### src/hw/slp_pkg.sv
// Constants and types for the status indicator pattern generator.
// Assumes a single 100 MHz clock; all pattern timing is counted in time base ticks.
package slp_pkg;

    // ------------------------------------------------------------------
    // Clock and time base
    // ------------------------------------------------------------------
    localparam int CLK_HZ        = 100_000_000;
    localparam int TICK_MS       = 50;
    localparam int TICK_CYCLES   = CLK_HZ / 1000 * TICK_MS;

    // Pattern times in milliseconds, as specified
    localparam int BLINK_HALF_MS = 200;   // 2.5 Hz blink, half period
    localparam int FLICK_HALF_MS = 50;    // 10 Hz flicker, half period
    localparam int FLASH_ON_MS   = 200;   // network flash length
    localparam int FLASH_GAP_MS  = 1000;  // pause after a flash group
    localparam int SLOW_HALF_MS  = 500;   // 1 Hz slow blink, half period
    localparam int FW_OFF_MS     = 900;   // firmware flash, dark part
    localparam int FW_ON_MS      = 100;   // firmware flash, lit part

    // Pattern times in ticks
    localparam logic [5:0] BLINK_T = 6'(BLINK_HALF_MS / TICK_MS);
    localparam logic [5:0] FLICK_T = 6'(FLICK_HALF_MS / TICK_MS);
    localparam logic [5:0] FLASH_T = 6'(FLASH_ON_MS / TICK_MS);
    localparam logic [5:0] GAP_T   = 6'(FLASH_GAP_MS / TICK_MS);
    localparam logic [5:0] SLOW_T  = 6'(SLOW_HALF_MS / TICK_MS);
    localparam logic [5:0] FWOFF_T = 6'(FW_OFF_MS / TICK_MS);
    localparam logic [5:0] FWON_T  = 6'(FW_ON_MS / TICK_MS);

    // ------------------------------------------------------------------
    // Register map (byte addresses, one word each)
    // ------------------------------------------------------------------
    localparam logic [7:0]  ADDR_CTRL    = 8'h00;
    localparam logic [7:0]  ADDR_STATUS  = 8'h04;
    localparam logic [7:0]  ADDR_PATTERN = 8'h08;
    localparam int          CTRL_EN_BIT  = 0;
    localparam int          CTRL_LT_BIT  = 1;
    localparam logic [1:0]  CTRL_RESET   = 2'h1;
    localparam int          PAT_W        = 3;
    localparam int          NUM_LEDS     = 6;

    // LED slots
    localparam int LED_NET_G  = 0;
    localparam int LED_NET_R  = 1;
    localparam int LED_DEV_G  = 2;
    localparam int LED_DEV_R  = 3;
    localparam int LED_PORT0  = 4;
    localparam int LED_PORT1  = 5;

    // ------------------------------------------------------------------
    // Enumerations
    // ------------------------------------------------------------------
    typedef enum logic [2:0] {
        PAT_OFF     = 3'b000,
        PAT_ON      = 3'b001,
        PAT_BLINK   = 3'b010,
        PAT_FLICKER = 3'b011,
        PAT_SFLASH  = 3'b100,
        PAT_DFLASH  = 3'b101,
        PAT_SLOW    = 3'b110,
        PAT_FWFLASH = 3'b111
    } slp_pattern_type;

    // Fieldbus state machine codes
    localparam logic [3:0] COMM_INIT   = 4'h1;
    localparam logic [3:0] COMM_PREOP  = 4'h2;
    localparam logic [3:0] COMM_BOOT   = 4'h3;
    localparam logic [3:0] COMM_SAFEOP = 4'h4;
    localparam logic [3:0] COMM_OP     = 4'h8;

    // Drive state machine codes
    localparam logic [2:0] DRV_SW_ON_DIS  = 3'h0;
    localparam logic [2:0] DRV_READY      = 3'h1;
    localparam logic [2:0] DRV_SWITCHED   = 3'h2;
    localparam logic [2:0] DRV_OP_ENABLE  = 3'h3;
    localparam logic [2:0] DRV_QUICK_STOP = 3'h4;
    localparam logic [2:0] DRV_FAULT_REAC = 3'h5;
    localparam logic [2:0] DRV_FAULT      = 3'h6;

endpackage

### src/hw/slp_status_leds.sv
// Status indicator pattern generator with an AHB-Lite register slave.
// Assumes all state inputs are synchronous to hclk and held as levels.
//
// Decided for this implementation: the placing of the registers and the AHB-Lite interface to the registers.

// Function
// - Network green off in INIT
// - Network green blinks in PRE-OPERATIONAL
// - Network green single flash in SAFE-OPERATIONAL
// - Network green steady on in OPERATIONAL
// - Network green flickers in BOOTSTRAP
// - Network red off without errors
// - Network red double flash on watchdog
// - Network red single flash on internal error
// - Network red blinks on configuration error
// - Blink toggles at about 2.5 Hz
// - Flicker toggles at about 10 Hz
// - Flash 0.2 s, then 1 s pause
// - Power stage off: green slow, red off
// - Power enabled: green on, red off
// - Fault: green off, red on
// - Fault reaction: both device LEDs on
// - No firmware: green flashes, red on
// - Device flash 0.9 s off, 0.1 s on
// - Slow blink toggles at about 1 Hz
// - Port LED off, on, or flicker
// - Port logic replicated for both ports
module slp_status_leds
    import slp_pkg::*;
#(
    parameter int TICK_CYC = TICK_CYCLES
) (
    input  wire logic        hclk,
    input  wire logic        hresetn,
    // AHB-Lite slave
    input  wire logic        hsel,
    input  wire logic [31:0] haddr,
    input  wire logic [1:0]  htrans,
    input  wire logic        hwrite,
    input  wire logic [2:0]  hsize,
    input  wire logic [31:0] hwdata,
    input  wire logic        hready,
    output logic             hreadyout,
    output logic             hresp,
    output logic [31:0]      hrdata,
    // Fieldbus state and errors
    input  wire logic [3:0]  communication_state,
    input  wire logic        err_watchdog,
    input  wire logic        err_internal,
    input  wire logic        err_config,
    // Drive state and firmware
    input  wire logic [2:0]  drive_state,
    input  wire logic        fw_invalid,
    input  wire logic        fw_download,
    // Port link state
    input  wire logic [1:0]  port_open,
    input  wire logic [1:0]  port_activity,
    // Indicators, high lights the LED
    output logic             fieldbus_status_indicator_green,
    output logic             fieldbus_status_indicator_red,
    output logic             device_status_green,
    output logic             device_status_red,
    output logic [1:0]       port_link_green
);

    // ------------------------------------------------------------------
    // Pattern helpers
    // ------------------------------------------------------------------

    // Length of one repetition of a pattern, in ticks
    function automatic logic [5:0] pat_period(input slp_pattern_type p);
        logic [5:0] r;
        r = 6'h01;
        unique case (p)
            PAT_OFF,
            PAT_ON:      r = 6'h01;
            PAT_BLINK:   r = 6'(BLINK_T + BLINK_T);
            PAT_FLICKER: r = 6'(FLICK_T + FLICK_T);
            PAT_SFLASH:  r = 6'(FLASH_T + GAP_T);
            PAT_DFLASH:  r = 6'(FLASH_T + FLASH_T + FLASH_T + GAP_T);
            PAT_SLOW:    r = 6'(SLOW_T + SLOW_T);
            PAT_FWFLASH: r = 6'(FWOFF_T + FWON_T);
        endcase
        return r;
    endfunction

    // LED level for a pattern at a given phase; every pattern starts at phase zero
    function automatic logic pat_level(input slp_pattern_type p, input logic [5:0] ph);
        logic r;
        r = 1'b0;
        unique case (p)
            PAT_OFF:     r = 1'b0;
            PAT_ON:      r = 1'b1;
            PAT_BLINK:   r = (ph < BLINK_T);
            PAT_FLICKER: r = (ph < FLICK_T);
            PAT_SFLASH:  r = (ph < FLASH_T);
            PAT_DFLASH:  r = (ph < FLASH_T) ||
                             ((ph >= 6'(FLASH_T + FLASH_T)) &&
                              (ph < 6'(FLASH_T + FLASH_T + FLASH_T)));
            PAT_SLOW:    r = (ph < SLOW_T);
            PAT_FWFLASH: r = (ph >= FWOFF_T);
        endcase
        return r;
    endfunction

    // ------------------------------------------------------------------
    // Register bus
    // ------------------------------------------------------------------
    logic [1:0]  ctrl_q;
    logic        wr_pend_q;
    logic [7:0]  wr_addr_q;
    logic [31:0] rdata_q;
    logic        addr_phase;
    logic [5:0]  leds_q;
    slp_pattern_type pat_sel [NUM_LEDS];
    logic [PAT_W*NUM_LEDS-1:0] pat_flat;

    // Zero wait states, never an error
    assign hreadyout  = 1'b1;
    assign hresp      = 1'b0;
    assign hrdata     = rdata_q;
    assign addr_phase = hsel && htrans[1] && hready;

    // Remember a write address for its data phase
    always_ff @(posedge hclk or negedge hresetn) begin
        if (!hresetn) begin
            wr_pend_q <= 1'b0;
            wr_addr_q <= 8'h00;
        end else begin
            wr_pend_q <= addr_phase && hwrite;
            if (addr_phase) begin
                wr_addr_q <= haddr[7:0];
            end
        end
    end

    // Control register: enable and lamp test; only the low two bits exist
    always_ff @(posedge hclk or negedge hresetn) begin
        if (!hresetn) begin
            ctrl_q <= CTRL_RESET;
        end else if (wr_pend_q && wr_addr_q == ADDR_CTRL) begin
            ctrl_q <= hwdata[1:0];
        end
    end

    // Read data captured in the address phase; a write still in its data
    // phase is forwarded so a read right behind it sees the new value
    always_ff @(posedge hclk or negedge hresetn) begin
        if (!hresetn) begin
            rdata_q <= 32'h0000_0000;
        end else if (addr_phase && !hwrite) begin
            unique case (haddr[7:0])
                ADDR_CTRL: begin
                    if (wr_pend_q && wr_addr_q == ADDR_CTRL) begin
                        rdata_q <= {30'h0000_0000, hwdata[1:0]};
                    end else begin
                        rdata_q <= {30'h0000_0000, ctrl_q};
                    end
                end
                ADDR_STATUS:  rdata_q <= {26'h000_0000, leds_q};
                ADDR_PATTERN: rdata_q <= {14'h0000, pat_flat};
                default:      rdata_q <= 32'h0000_0000;
            endcase
        end
    end

    // ------------------------------------------------------------------
    // Time base
    // ------------------------------------------------------------------
    logic [31:0] presc_q;
    logic        tick;

    always_ff @(posedge hclk or negedge hresetn) begin
        if (!hresetn) begin
            presc_q <= 32'h0000_0000;
        end else if (presc_q == 32'(TICK_CYC - 1)) begin
            presc_q <= 32'h0000_0000;
        end else begin
            presc_q <= presc_q + 32'h0000_0001;
        end
    end

    assign tick = (presc_q == 32'(TICK_CYC - 1));

    // ------------------------------------------------------------------
    // Pattern selection
    // ------------------------------------------------------------------

    // Network green follows the fieldbus state; unknown codes stay dark
    always_comb begin
        unique case (communication_state)
            COMM_INIT:   pat_sel[LED_NET_G] = PAT_OFF;
            COMM_PREOP:  pat_sel[LED_NET_G] = PAT_BLINK;
            COMM_SAFEOP: pat_sel[LED_NET_G] = PAT_SFLASH;
            COMM_OP:     pat_sel[LED_NET_G] = PAT_ON;
            COMM_BOOT:   pat_sel[LED_NET_G] = PAT_FLICKER;
            default:     pat_sel[LED_NET_G] = PAT_OFF;
        endcase
    end

    // Network red shows only the highest-ranked error
    always_comb begin
        if (err_watchdog) begin
            pat_sel[LED_NET_R] = PAT_DFLASH;
        end else if (err_internal) begin
            pat_sel[LED_NET_R] = PAT_SFLASH;
        end else if (err_config) begin
            pat_sel[LED_NET_R] = PAT_BLINK;
        end else begin
            pat_sel[LED_NET_R] = PAT_OFF;
        end
    end

    // Device pair; missing firmware overrides the drive state, since the
    // drive state machine is meaningless without running firmware
    always_comb begin
        if (fw_invalid || fw_download) begin
            pat_sel[LED_DEV_G] = PAT_FWFLASH;
            pat_sel[LED_DEV_R] = PAT_ON;
        end else begin
            unique case (drive_state)
                DRV_SW_ON_DIS,
                DRV_READY,
                DRV_SWITCHED: begin
                    pat_sel[LED_DEV_G] = PAT_SLOW;
                    pat_sel[LED_DEV_R] = PAT_OFF;
                end
                DRV_OP_ENABLE,
                DRV_QUICK_STOP: begin
                    pat_sel[LED_DEV_G] = PAT_ON;
                    pat_sel[LED_DEV_R] = PAT_OFF;
                end
                DRV_FAULT_REAC: begin
                    pat_sel[LED_DEV_G] = PAT_ON;
                    pat_sel[LED_DEV_R] = PAT_ON;
                end
                DRV_FAULT: begin
                    pat_sel[LED_DEV_G] = PAT_OFF;
                    pat_sel[LED_DEV_R] = PAT_ON;
                end
                default: begin
                    pat_sel[LED_DEV_G] = PAT_OFF;
                    pat_sel[LED_DEV_R] = PAT_ON;
                end
            endcase
        end
    end

    for (genvar p = 0; p < 2; p++) begin : g_port
        always_comb begin
            if (!port_open[p]) begin
                pat_sel[LED_PORT0 + p] = PAT_OFF;
            end else if (port_activity[p]) begin
                pat_sel[LED_PORT0 + p] = PAT_FLICKER;
            end else begin
                pat_sel[LED_PORT0 + p] = PAT_ON;
            end
        end
    end

    // ------------------------------------------------------------------
    // Per-LED phase counters and output flops
    // ------------------------------------------------------------------
    for (genvar i = 0; i < NUM_LEDS; i++) begin : g_led
        slp_pattern_type prev_q;
        logic [5:0]      phase_q;

        assign pat_flat[PAT_W*i +: PAT_W] = pat_sel[i];

        // restart the pattern when its selection changes
        always_ff @(posedge hclk or negedge hresetn) begin
            if (!hresetn) begin
                prev_q  <= PAT_OFF;
                phase_q <= 6'h00;
            end else begin
                prev_q <= pat_sel[i];
                if (pat_sel[i] != prev_q) begin
                    phase_q <= 6'h00;
                end else if (tick) begin
                    if (phase_q >= 6'(pat_period(pat_sel[i]) - 6'h01)) begin
                        phase_q <= 6'h00;
                    end else begin
                        phase_q <= phase_q + 6'h01;
                    end
                end
            end
        end

        // Gate with enable; lamp test lights everything to check the lamps
        always_ff @(posedge hclk or negedge hresetn) begin
            if (!hresetn) begin
                leds_q[i] <= 1'b0;
            end else if (!ctrl_q[CTRL_EN_BIT]) begin
                leds_q[i] <= 1'b0;
            end else if (ctrl_q[CTRL_LT_BIT]) begin
                leds_q[i] <= 1'b1;
            end else if (pat_sel[i] != prev_q) begin
                leds_q[i] <= pat_level(pat_sel[i], 6'h00);
            end else begin
                leds_q[i] <= pat_level(pat_sel[i], phase_q);
            end
        end
    end

    // Pins come straight from the output flops
    assign fieldbus_status_indicator_green = leds_q[LED_NET_G];
    assign fieldbus_status_indicator_red   = leds_q[LED_NET_R];
    assign device_status_green             = leds_q[LED_DEV_G];
    assign device_status_red               = leds_q[LED_DEV_R];
    assign port_link_green                 = leds_q[LED_PORT1:LED_PORT0];

endmodule

### config.mk
export PLATFORM = sky130hd
export DESIGN_NAME = slp_status_leds
export DESIGN_NICKNAME = d
export VERILOG_FILES = /design/src/hw/slp_pkg.sv /design/src/hw/slp_status_leds.sv
export SDC_FILE = /design/constraint.sdc
export NUM_CORES = 1
export LEC_CHECK = 0
export ABC_AREA = 1
export BUFFER_PORTS_ARGS = -buffer_cell sky130_fd_sc_hd__clkbuf_2
export CORE_ASPECT_RATIO = 1.25
export CORE_MARGIN = 2
export CORE_UTILIZATION = 44
export CTS_CLUSTER_DIAMETER = 30
export DETAILED_ROUTE_END_ITERATION = 12
export PLACE_DENSITY = 0.65
export SLEW_MARGIN = 20
export SYNTH_ARGS = -nofsm -noshare
export SYNTH_HDL_FRONTEND = slang
export SYNTH_SLANG_ARGS = --single-unit
### constraint.sdc
create_clock -name hclk -period 1.7 [get_ports hclk]
set_clock_uncertainty 0.1 [all_clocks]
set_input_delay 0.085 -clock hclk [delete_from_list [all_inputs] [get_ports hclk]]
set_output_delay 0.085 -clock hclk [all_outputs]
set_load 0.02 [all_outputs]
==> results of run 1 <==
[cell type report]
cell class              instances  share of cell area [%]
inverters                     120                    5.50
clock inverters                 7                    1.17
repair buffers                157                    14.6
flip-flops and latches        104                    31.3
multi-input cells             609                    42.1
clock buffers                   9                    2.70
well taps                     178                    2.67
[state kept, by name (all words and copies together) (netlist names), 2 cells and up]
signal           cells
ctrl_q               2
g_led.phase_q       30
g_led.prev_q        12
hrdata              13
port_link_green      2
presc_q             32
wr_addr_q            8
[power groups by stage]
stage / sequential, mW / clock, mW / combinational, mW
2_1_floorplan: 2.69 / 0 / 0.352
3_3_place_gp: 2.67 / 0 / 0.622
3_5_place_dp: 2.67 / 0 / 0.631
4_1_cts: 2.62 / 2.29 / 0.670
5_1_grt: 2.63 / 2.39 / 0.777
6_report: 2.62 / 2.24 / 0.695
[cells by family after synthesis]
kind of cell	count (synthesis)	synth area share (%)
other	2	0.118
XOR/XNOR	40	5.49
AO/OA/AOI/OAI	44	3.55
adder cells (fa/ha/maj)	38	7.45
flip-flops	104	40.8
AND/OR/NAND/NOR	458	31.9
buffers and inverters	152	10.7
[cell usage after synthesis, types with 3 or more instances]
cell type,n
nand4_1,19
buf_4,21
nor3_1,22
nor2_1,96
dfrtp_1,103
xnor2_1,9
nand3_1,101
nor2_2,3
buf_6,3
nand3b_1,5
o21ai_1,3
a21oi_1,12
o21ai_0,26
nor4_1,6
inv_1,116
nor3b_1,4
nand2_1,190
xor2_1,31
ha_1,38
buf_2,6
[worst paths after layout]
path	startpoint	end	cells after the start
setup / recovery	g_led[1].phase_q[4]	g_led[1].phase_q[5]	8
hold / removal	hresetn	presc_q[24]	2
setup reg to reg	g_led[1].phase_q[4]	g_led[1].phase_q[5]	8
hold reg to reg	hrdata[13]	hrdata[13]	2
max in group asynchronous	hresetn	ctrl_q[0]	3
min in group hclk	haddr[2]	wr_addr_q[2]	3
[cell usage in the layout (no fill, tap or decap), types with 6 or more instances in the layout]
| master | instances |
|---|---|
| dfrtp_1 | 101 |
| inv_1 | 114 |
| clkbuf_2 | 47 |
| nor3_1 | 16 |
| nand3_2 | 19 |
| nand2_1 | 180 |
| nor2_2 | 12 |
| nor2_1 | 83 |
| nand2_2 | 11 |
| dlygate4sd3_1 | 20 |
| buf_4 | 80 |
| o21ai_0 | 21 |
| clkbuf_16 | 11 |
| xnor2_1 | 9 |
| ha_1 | 33 |
| conb_1 | 29 |
| nor3_2 | 7 |
| nand4_1 | 19 |
| a21oi_1 | 11 |
| xor2_1 | 31 |
| nand3_1 | 82 |
| nor2_4 | 6 |
[repair_timing]
item	CTS	global route
pin swaps	0	48
gates resized for setup	2	75
setup endpoints to repair	36	58
setup buffers	0	10
hold buffers	20	0
gates cloned	0	4
hold endpoints to repair	128	0
[per-layer routing]
| metal | routed length (µm) | part of all wire [%] | track usage (%) |
|---|---|---|---|
| met3 | 504 | 3.2 | 2.27 |
| met5 | 0 | 0 | 0 |
| met1 | 6790 | 44 | 26.5 |
| met4 | 323 | 2.1 | 6.95 |
| met2 | 7920 | 51 | 33.6 |
==> metrics.cfg, run 1 <==
[outcome]
status=finished with violations
violations=negative hold slack

[logic_synthesis]
synth_edf_count=0
seq_area_frac_synth_pct=40.8
yosysTopAreaCell=dfrtp_1
synth_ff_type=dfrtp_1
yosysUniqueCellTypes=37
synth.area.top_cells=dfrtp_1, nand2_1, nand3_1, ha_1, inv_1
synth_area_um2=6380
ys_seq_elements=104
synth-async-reset-ratio_pct=100
synth_warnings=0
syn_area_per_cell_um2=7.61
synth_top_area_share_pct=40.4
syn_inst=838

[pwr]
power.internal_mw=4.01
leakagePower_nw=4.37
power_density_nw_per_um2=667
p_sw_mw=1.55
clockPowerShare_pct=40.3
p_sw_share_pct=27.8
power_frac_comb_pct=12.5
power.total_mw=5.56
seq_power_share_pct=47.2
ir_drop_mv=0.499

[layout]
utilization_pct=58.3
synthToLayoutAreaGrowth_pct=30.6
fillerInstances=1318
diodes=0
final-seq-area_um2=2610
drive_above_1_share_pct=23.0
final_cells=1184
design_area_um2=8330
multi_input_area_um2=3510
layout.nets=1129

[clock_tree]
cts_buffers=9
tritoncts=done
clk_pin_slew_ns=0.08
clock_path_buffers=2
cts_sinks=104
worstSkewPairLatency_ns=0.35
root_buffer=clkbuf_16
htree_levels=3

[timing]
fin_tns_setup_ns=0
hold_viol=5
fmax_mhz=595
fin_crit_ns=1.68
drv_slew=0
rsz0062_at_grt=yes
fin_crit_sh_pct=98.9
worst_slack_ns=0.0189
hold_ws_ns=-0.00538
finalSetupViolations=0

[worst_setup_path]
arrival_ns=1.82
crit_path_top_delay_cell=dfrtp_1
crit_path_frequent_cell=nand2_1
worstPathBufferInverterCount=0
crit_chain=ha_4 > nand2_2 > nor3b_2 > nand2_1 > nand3b_1 > nor2_1 > nand3_2 > nand2_1
crit_type=reg2reg
worstPathMaxFanout=6
crit_path_max_incr_delay_ns=0.42
rrSetupSlack_ns=0.02
start_kind=flop
critPathCaptureType=flop
cp.required_ns=1.84
critPathTopFamily=simple AND/OR/NAND/NOR gates

[floorplanning]
dieArea_um2=15500
row_count=49
initial_core_util_pct=44.7
io-pin-count=130
core_um2=14300
dieHeight_um=139
dieWidth_um=112

[routing]
detailedRoute.firstPassIterationCount=5
via_per_inst=4.94
detail-route-antenna-nets=0
first_iter_violations=282
vias=5852
wirelength_um=15500
wire_per_inst_um=13.1
drc=0

[placement]
place_area_um2=7370
dp.cells=1137
hpwl_um=11000
place_ws_ns=-0.231
globalplace.congestion=0.923
io_buffers=51

[grt]
grt_pass1_wl_um=25500
overflow=0
antenna_found_initial=0
grt_pass1_vias=5507
grtUsageTotal_pct=19.9
grt_start_max_net_pins=61

[flow_run]
cap_violations=0

[worst_hold_path]
min_path_type=in2async

Power figures use the tool's default switching activity.
==> run 2, diff against run 1 <==
--- a/config.mk
+++ b/config.mk
@@ -12,7 +12,8 @@
 export CORE_UTILIZATION = 44
 export CTS_CLUSTER_DIAMETER = 30
 export DETAILED_ROUTE_END_ITERATION = 12
-export PLACE_DENSITY = 0.65
+export PLACE_DENSITY = 0.66
+export SETUP_SLACK_MARGIN = 0.5
 export SLEW_MARGIN = 20
 export SYNTH_ARGS = -nofsm -noshare
 export SYNTH_HDL_FRONTEND = slang
==> run 2 against run 1 <==
The flow still finishes with violations (negative hold slack); clock power fell by 8%; total power fell by 2.1%; sequential share of layout area fell by 2.8 points; via count rose by 4.0%; sequential power barely moved; non-clock buffer count rose by 26; combinational power rose by 11%; fmax rose by 1.0%; worst hold slack got worse by 0.16 ns.
==> metrics.cfg, run 2 (same netlist as run 1, synthesis figures left out) <==
[worst_hold_path]
min_path_type=in2reg

[grt]
grt_pass1_vias=5972  ; +8.4%
antenna_found_initial=0  ; unchanged
grt_start_max_net_pins=35  ; -43%
overflow=0  ; unchanged
grtUsageTotal_pct=21.8  ; +2.0 points
grt_pass1_wl_um=27700  ; +8.9%

[timing]
fin_crit_ns=1.66  ; -0.0168 ns
fmax_mhz=601  ; +1.0%
worst_slack_ns=0.0357  ; +0.0168 ns
drv_slew=0  ; unchanged
fin_crit_sh_pct=97.9  ; -0.99 points
hold_ws_ns=-0.162  ; -0.157 ns
finalSetupViolations=0  ; unchanged
hold_viol=4  ; -1
rsz0062_at_grt=yes

[floorplanning]
dieHeight_um=139  ; unchanged
dieArea_um2=15500  ; unchanged
dieWidth_um=112  ; unchanged
io-pin-count=130  ; unchanged
core_um2=14300  ; unchanged
row_count=49  ; unchanged
initial_core_util_pct=44.7  ; unchanged

[worst_setup_path]
critPathTopFamily=simple AND/OR/NAND/NOR gates
crit_chain=nand2_4 > inv_1 > nand4_1 > nor2_4 > nand3_4 > inv_8 > clkbuf_16 > nand3_2 > nand2_1
worstPathMaxFanout=7  ; +1
arrival_ns=1.86  ; +0.04 ns
start_kind=flop
cp.required_ns=1.89  ; +0.05 ns
crit_type=reg2reg
crit_path_max_incr_delay_ns=0.43  ; about the same
rrSetupSlack_ns=0.04  ; +0.02 ns
crit_path_top_delay_cell=dfrtp_1
worstPathBufferInverterCount=3  ; +3
critPathCaptureType=flop

[pwr]
p_sw_share_pct=28.9  ; +1.1 points
p_sw_mw=1.57  ; +1.7%
power.internal_mw=3.87  ; -3.5%
leakagePower_nw=4.86  ; +11%
seq_power_share_pct=48.2  ; +1.0 points
clockPowerShare_pct=37.6  ; -2.7 points
power_density_nw_per_um2=593  ; -11%
ir_drop_mv=0.671  ; +34%
power_frac_comb_pct=14.2  ; +1.7 points

[clock_tree]
clock_path_buffers=2  ; unchanged
clk_pin_slew_ns=0.08  ; about the same
cts_sinks=104  ; unchanged
root_buffer=clkbuf_16
htree_levels=3  ; unchanged
worstSkewPairLatency_ns=0.36  ; about the same
cts_buffers=9  ; unchanged
tritoncts=done

[placement]
place_ws_ns=-0.167  ; +0.0642 ns
hpwl_um=11100  ; +1.6%
io_buffers=51  ; unchanged
globalplace.congestion=0.923  ; about the same

[routing]
detailedRoute.firstPassIterationCount=5  ; unchanged
wirelength_um=16800  ; +8.4%
vias=6084  ; +4.0%
drc=0  ; unchanged
detail-route-antenna-nets=0  ; unchanged
wire_per_inst_um=13.9  ; +6.1%
first_iter_violations=219  ; -22%
via_per_inst=5.03  ; +1.7%

[layout]
utilization_pct=64.3  ; +6.0 points
largest_register_ffs=32  ; unchanged
synthToLayoutAreaGrowth_pct=44.0
top_register=presc_q
drive_above_1_share_pct=36.4  ; +13 points
layout_commonest_cell=nand2_1
final_cell_mix=nand2_1, inv_1, dfrtp_1
diodes=0  ; unchanged
layout.nets=1155  ; +2.3%

[flow_run]
cap_violations=0  ; unchanged

[outcome]
status=finished with violations
violations=negative hold slack

==> run 2: cell types whose count changed in the layout (fill, tap and decap cells not counted), moves of 19 or more <==
cell     previous run  this run
buf_6               3        22
nand2_1           180       146
nand2_2            11        37
nand3_1            82        62
nand3_2            19        38
nor2_1             83        64
==> run 2: repair_timing <==
item | CTS | global route
resized for setup | 78 | 105
endpoints found under the hold margin | 118 | 8
setup buffers | 19 | 19
hold buffers | 19 | 3
cloned | 1 | 1
pin swaps | 43 | 52
setup endpoints to repair | 69 | 81
==> run 2: path summary, 6_finish.rpt <==
check,depth (start not counted),to,start
worst max-delay path,9,g_led[2].phase_q[2],presc_q[8]
worst min-delay path,1,g_led[4].prev_q[0],port_open[0]
worst max register to register,9,g_led[2].phase_q[2],presc_q[8]
worst min register to register,2,hrdata[3],hrdata[3]
max in group asynchronous,3,ctrl_q[0],hresetn
min in group asynchronous,2,presc_q[31],hresetn
==> run 2: power groups by stage <==
stage	Sequential [mW]	Combinational [mW]	Clock, mW
after floorplan	2.69	0.383	0
after detailed placement	2.67	0.654	0
after CTS	2.62	0.714	2.09
after global placement	2.67	0.645	0
final	2.63	0.772	2.05
after global routing	2.63	0.863	2.19
==> run 2: layer usage <==
| metal | global-route usage, % | vias to the layer above | part of all wire [%] |
|---|---|---|---|
| met4 | 8.51 | 0 | 2.8 |
| li1 | - | 3005 | - |
| met5 | 0 | - | 0 |
| met1 | 27.1 | 2914 | 42 |
| met2 | 37.8 | 128 | 51 |
| met3 | 3.89 | 37 | 3.4 |
==> run 2: stage by stage <==
step / std cells / power [mW] / area (µm²) / TNS (ns)
floorplan: 865 / 3.08 / 6850 / 0
global placement: 1134 / 3.31 / 7670 / -1.28
detailed placement: 1134 / 3.32 / 7670 / -1.73
global route: 1210 / 5.69 / 9190 / -0.963
finish: 1210 / 5.44 / 9190 / 0
CTS: 1189 / 5.42 / 8660 / 0
==> run 2: cell type report <==
cell class              count  area (µm²)
multi-input cells         609        4110
inverters                 120         480
fillers                  1134        5100
well taps                 178         223
clock buffers               9         225
repair buffers            183        1470
flip-flops and latches    104        2620
clock inverters             7        62.6
==> run 3, diff against run 2 <==
--- a/config.mk
+++ b/config.mk
@@ -7,12 +7,14 @@
 export LEC_CHECK = 0
 export ABC_AREA = 1
 export BUFFER_PORTS_ARGS = -buffer_cell sky130_fd_sc_hd__clkbuf_2
+export CELL_PAD_IN_SITES_DETAIL_PLACEMENT = 2
+export CELL_PAD_IN_SITES_GLOBAL_PLACEMENT = 2
 export CORE_ASPECT_RATIO = 1.25
 export CORE_MARGIN = 2
-export CORE_UTILIZATION = 44
+export CORE_UTILIZATION = 28
 export CTS_CLUSTER_DIAMETER = 30
 export DETAILED_ROUTE_END_ITERATION = 12
-export PLACE_DENSITY = 0.66
+export PLACE_DENSITY = 0.73
 export SETUP_SLACK_MARGIN = 0.5
 export SLEW_MARGIN = 20
 export SYNTH_ARGS = -nofsm -noshare
==> constraint.sdc (replaced) <==
create_clock -name hclk -period 1.7 [get_ports hclk]
set_clock_uncertainty 0.1 [all_clocks]
set_input_delay 0.085 -clock hclk [delete_from_list [all_inputs] [get_ports hclk]]
set_output_delay 0.085 -clock hclk [all_outputs]
set_load 0.1 [all_outputs]
==> run 3 against run 2 <==
The flow finishes with violations (negative hold slack, negative setup slack); final area rose by 11%; final cell count rose by 11%; sequential cell count did not move.
==> metrics.cfg, run 3 (same netlist as run 1, synthesis figures left out) <==
[outcome]
status=finished with violations
violations=negative hold slack, negative setup slack

[clock_tree]
cts_sinks=104  ; unchanged
htree_levels=3  ; unchanged
clock_path_buffers=2  ; unchanged
root_buffer=clkbuf_16
cts_buffers=9  ; unchanged
clk_pin_slew_ns=0.08  ; about the same
tritoncts=done
worstSkewPairLatency_ns=0.39  ; +0.03 ns

[pwr]
p_sw_share_pct=35.2  ; +6.3 points
ir_drop_mv=0.540  ; -20%
leakagePower_nw=5.10  ; +5.1%
clockPowerShare_pct=37.4  ; -0.2 points
p_sw_mw=2.27  ; +45%
power.internal_mw=4.18  ; +8.0%
power_density_nw_per_um2=633  ; +6.9%
power_frac_comb_pct=21.3  ; +7.1 points
seq_power_share_pct=41.4  ; -6.8 points

[worst_setup_path]
crit_path_max_incr_delay_ns=0.42  ; about the same
cp.required_ns=1.92  ; +0.03 ns
crit_path_top_delay_cell=dfrtp_1
worstPathMaxFanout=6  ; -1
crit_type=reg2reg
worstPathBufferInverterCount=4  ; +1
critPathTopFamily=simple AND/OR/NAND/NOR gates
arrival_ns=2.17  ; +0.31 ns
crit_chain=ha_4 > nand3_4 > nor2_4 > inv_2 > nor2_4 > nand3_4 > inv_6 > buf_6 > buf_12 > nand3_2 > nand2_1
start_kind=flop
critPathCaptureType=flop

[timing]
rsz0062_at_grt=yes
relSlewSlack_pct=65.8
hold_ws_ns=-0.00921  ; +0.153 ns
worst_slack_ns=-0.256  ; -0.292 ns
fmax_mhz=511  ; -15%
tightestPinTransition_ns=0.512
hold_viol=1  ; -3
drv_slew=0  ; unchanged
fin_crit_sh_pct=115  ; +17 points
fin_tns_setup_ns=-7.18  ; -7.18 ns
finalSetupViolations=51  ; +51
fin_crit_ns=1.96  ; +0.292 ns

[layout]
final_cell_mix=nand2_1, buf_4, inv_1
drive_above_1_share_pct=43.7  ; +7.2 points
final_cells=1347  ; +11%
largest_register_ffs=32  ; unchanged
top_register=presc_q
layout.nets=1186  ; +2.7%
synthToLayoutAreaGrowth_pct=59.8
utilization_pct=45.7  ; -19 points
layout_commonest_cell=nand2_1

[grt]
antenna_found_initial=0  ; unchanged
grtUsageTotal_pct=23.9  ; +2.0 points
grt_pass1_vias=7802  ; +31%
grt_pass1_wl_um=44800  ; +62%
overflow=0  ; unchanged
grt_start_max_net_pins=40  ; +14%

[routing]
detailedRoute.firstPassIterationCount=4  ; -1
detail-route-antenna-nets=0  ; unchanged
via_per_inst=5.05  ; +0.53%
drc=0  ; unchanged
wire_per_inst_um=23.7  ; +71%
wirelength_um=32000  ; +90%
vias=6809  ; +12%
first_iter_violations=210  ; -4.1%

[placement]
io_buffers=51  ; unchanged
globalplace.congestion=0.801  ; -13%
hpwl_um=16000  ; +43%
dp.cells=1256  ; +11%

[flow_run]
cap_violations=0  ; unchanged

[floorplanning]
core_um2=22300  ; +56%
dieArea_um2=24000  ; +55%
initial_core_util_pct=28.6  ; -16 points
dieWidth_um=139  ; +24%
row_count=61  ; +24%
io-pin-count=130  ; unchanged
dieHeight_um=173  ; +25%

[worst_hold_path]
min_path_type=in2reg

-- run 3: cell count changes in the layout (fill, tap and decap cells not counted), sizes merged --
cell / before / now
buf: 112 / 155
clkbuf: 60 / 49
clkinvlp: 5 / 3
inv: 119 / 121
bufinv: 0 / 1
clkinv: 3 / 2
diode: 0 / 1
dlygate4sd3: 20 / 19
-- run 3: layout make-up --
| class | instances | area [µm²] |
|---|---|---|
| antenna | 1 | 2.50 |
| clock buffer | 9 | 225 |
| clock inverter | 7 | 81.3 |
| fill | 2406 | 12100 |
| inverter | 120 | 483 |
| multi-input combinational | 609 | 4300 |
| sequential | 104 | 2650 |
| tap | 283 | 354 |
| timing repair buffer | 214 | 2090 |
-- run 3: through the flow --
stage	total power [mW]	cell area [µm²]	hold slack, ns	worst slack, ns
6_report	6.45	10200	-0.00921	-0.256
5_1_grt	6.65	10200	0.0250	-0.309
3_5_place_dp	3.75	7960	-0.0124	-0.290
2_1_floorplan	3.44	6880	-0.311	0.0579
4_1_cts	6.23	9440	-0.0235	-0.0650
3_3_place_gp	3.72	7960	-0.0168	-0.176
-- run 3: tightest hold or removal path: stages --
cell,delay [ns]
clkbuf_2,0.10
nand2_1,0.07
nand2_2,0.09
nand2_2,0.08
-- run 3: power by group through the flow --
stage / Combinational [mW] / Sequential, mW / Clock [mW]
floorplan: 0.537 / 2.90 / 0
global route: 1.45 / 2.68 / 2.53
finish: 1.37 / 2.67 / 2.41
detailed placement: 1.06 / 2.69 / 0
global placement: 1.03 / 2.69 / 0
CTS: 1.25 / 2.65 / 2.32
-- run 3: repair_timing --
action,4_1_cts,5_1_grt
pin swaps,53,65
resized for setup,158,153
hold endpoints to repair,72,4
setup buffers,29,23
cloned,2,1
setup endpoints to repair,90,101
hold buffers,19,2
-- run 3: routing by layer --
metal	GRT usage (%)	share of wire [%]
met5	0	0
met4	10.3	4.8
met3	3.46	3.1
met2	45.7	57
met1	25.8	35
-- run 3: final timing paths --
check	start	endpoint	slack [ns]	cells past startpoint
setup / recovery	presc_q[1]	g_led[1].phase_q[2]	-0.26	11
hold / removal	drive_state[1]	g_led[2].prev_q[0]	-0.009	4
setup reg to reg	presc_q[1]	g_led[1].phase_q[2]	-0.26	11
hold reg to reg	g_led[4].phase_q[5]	g_led[4].phase_q[5]	0.40	2
max in group asynchronous	hresetn	ctrl_q[0]	0.71	3
min in group asynchronous	hresetn	presc_q[7]	0.11	2
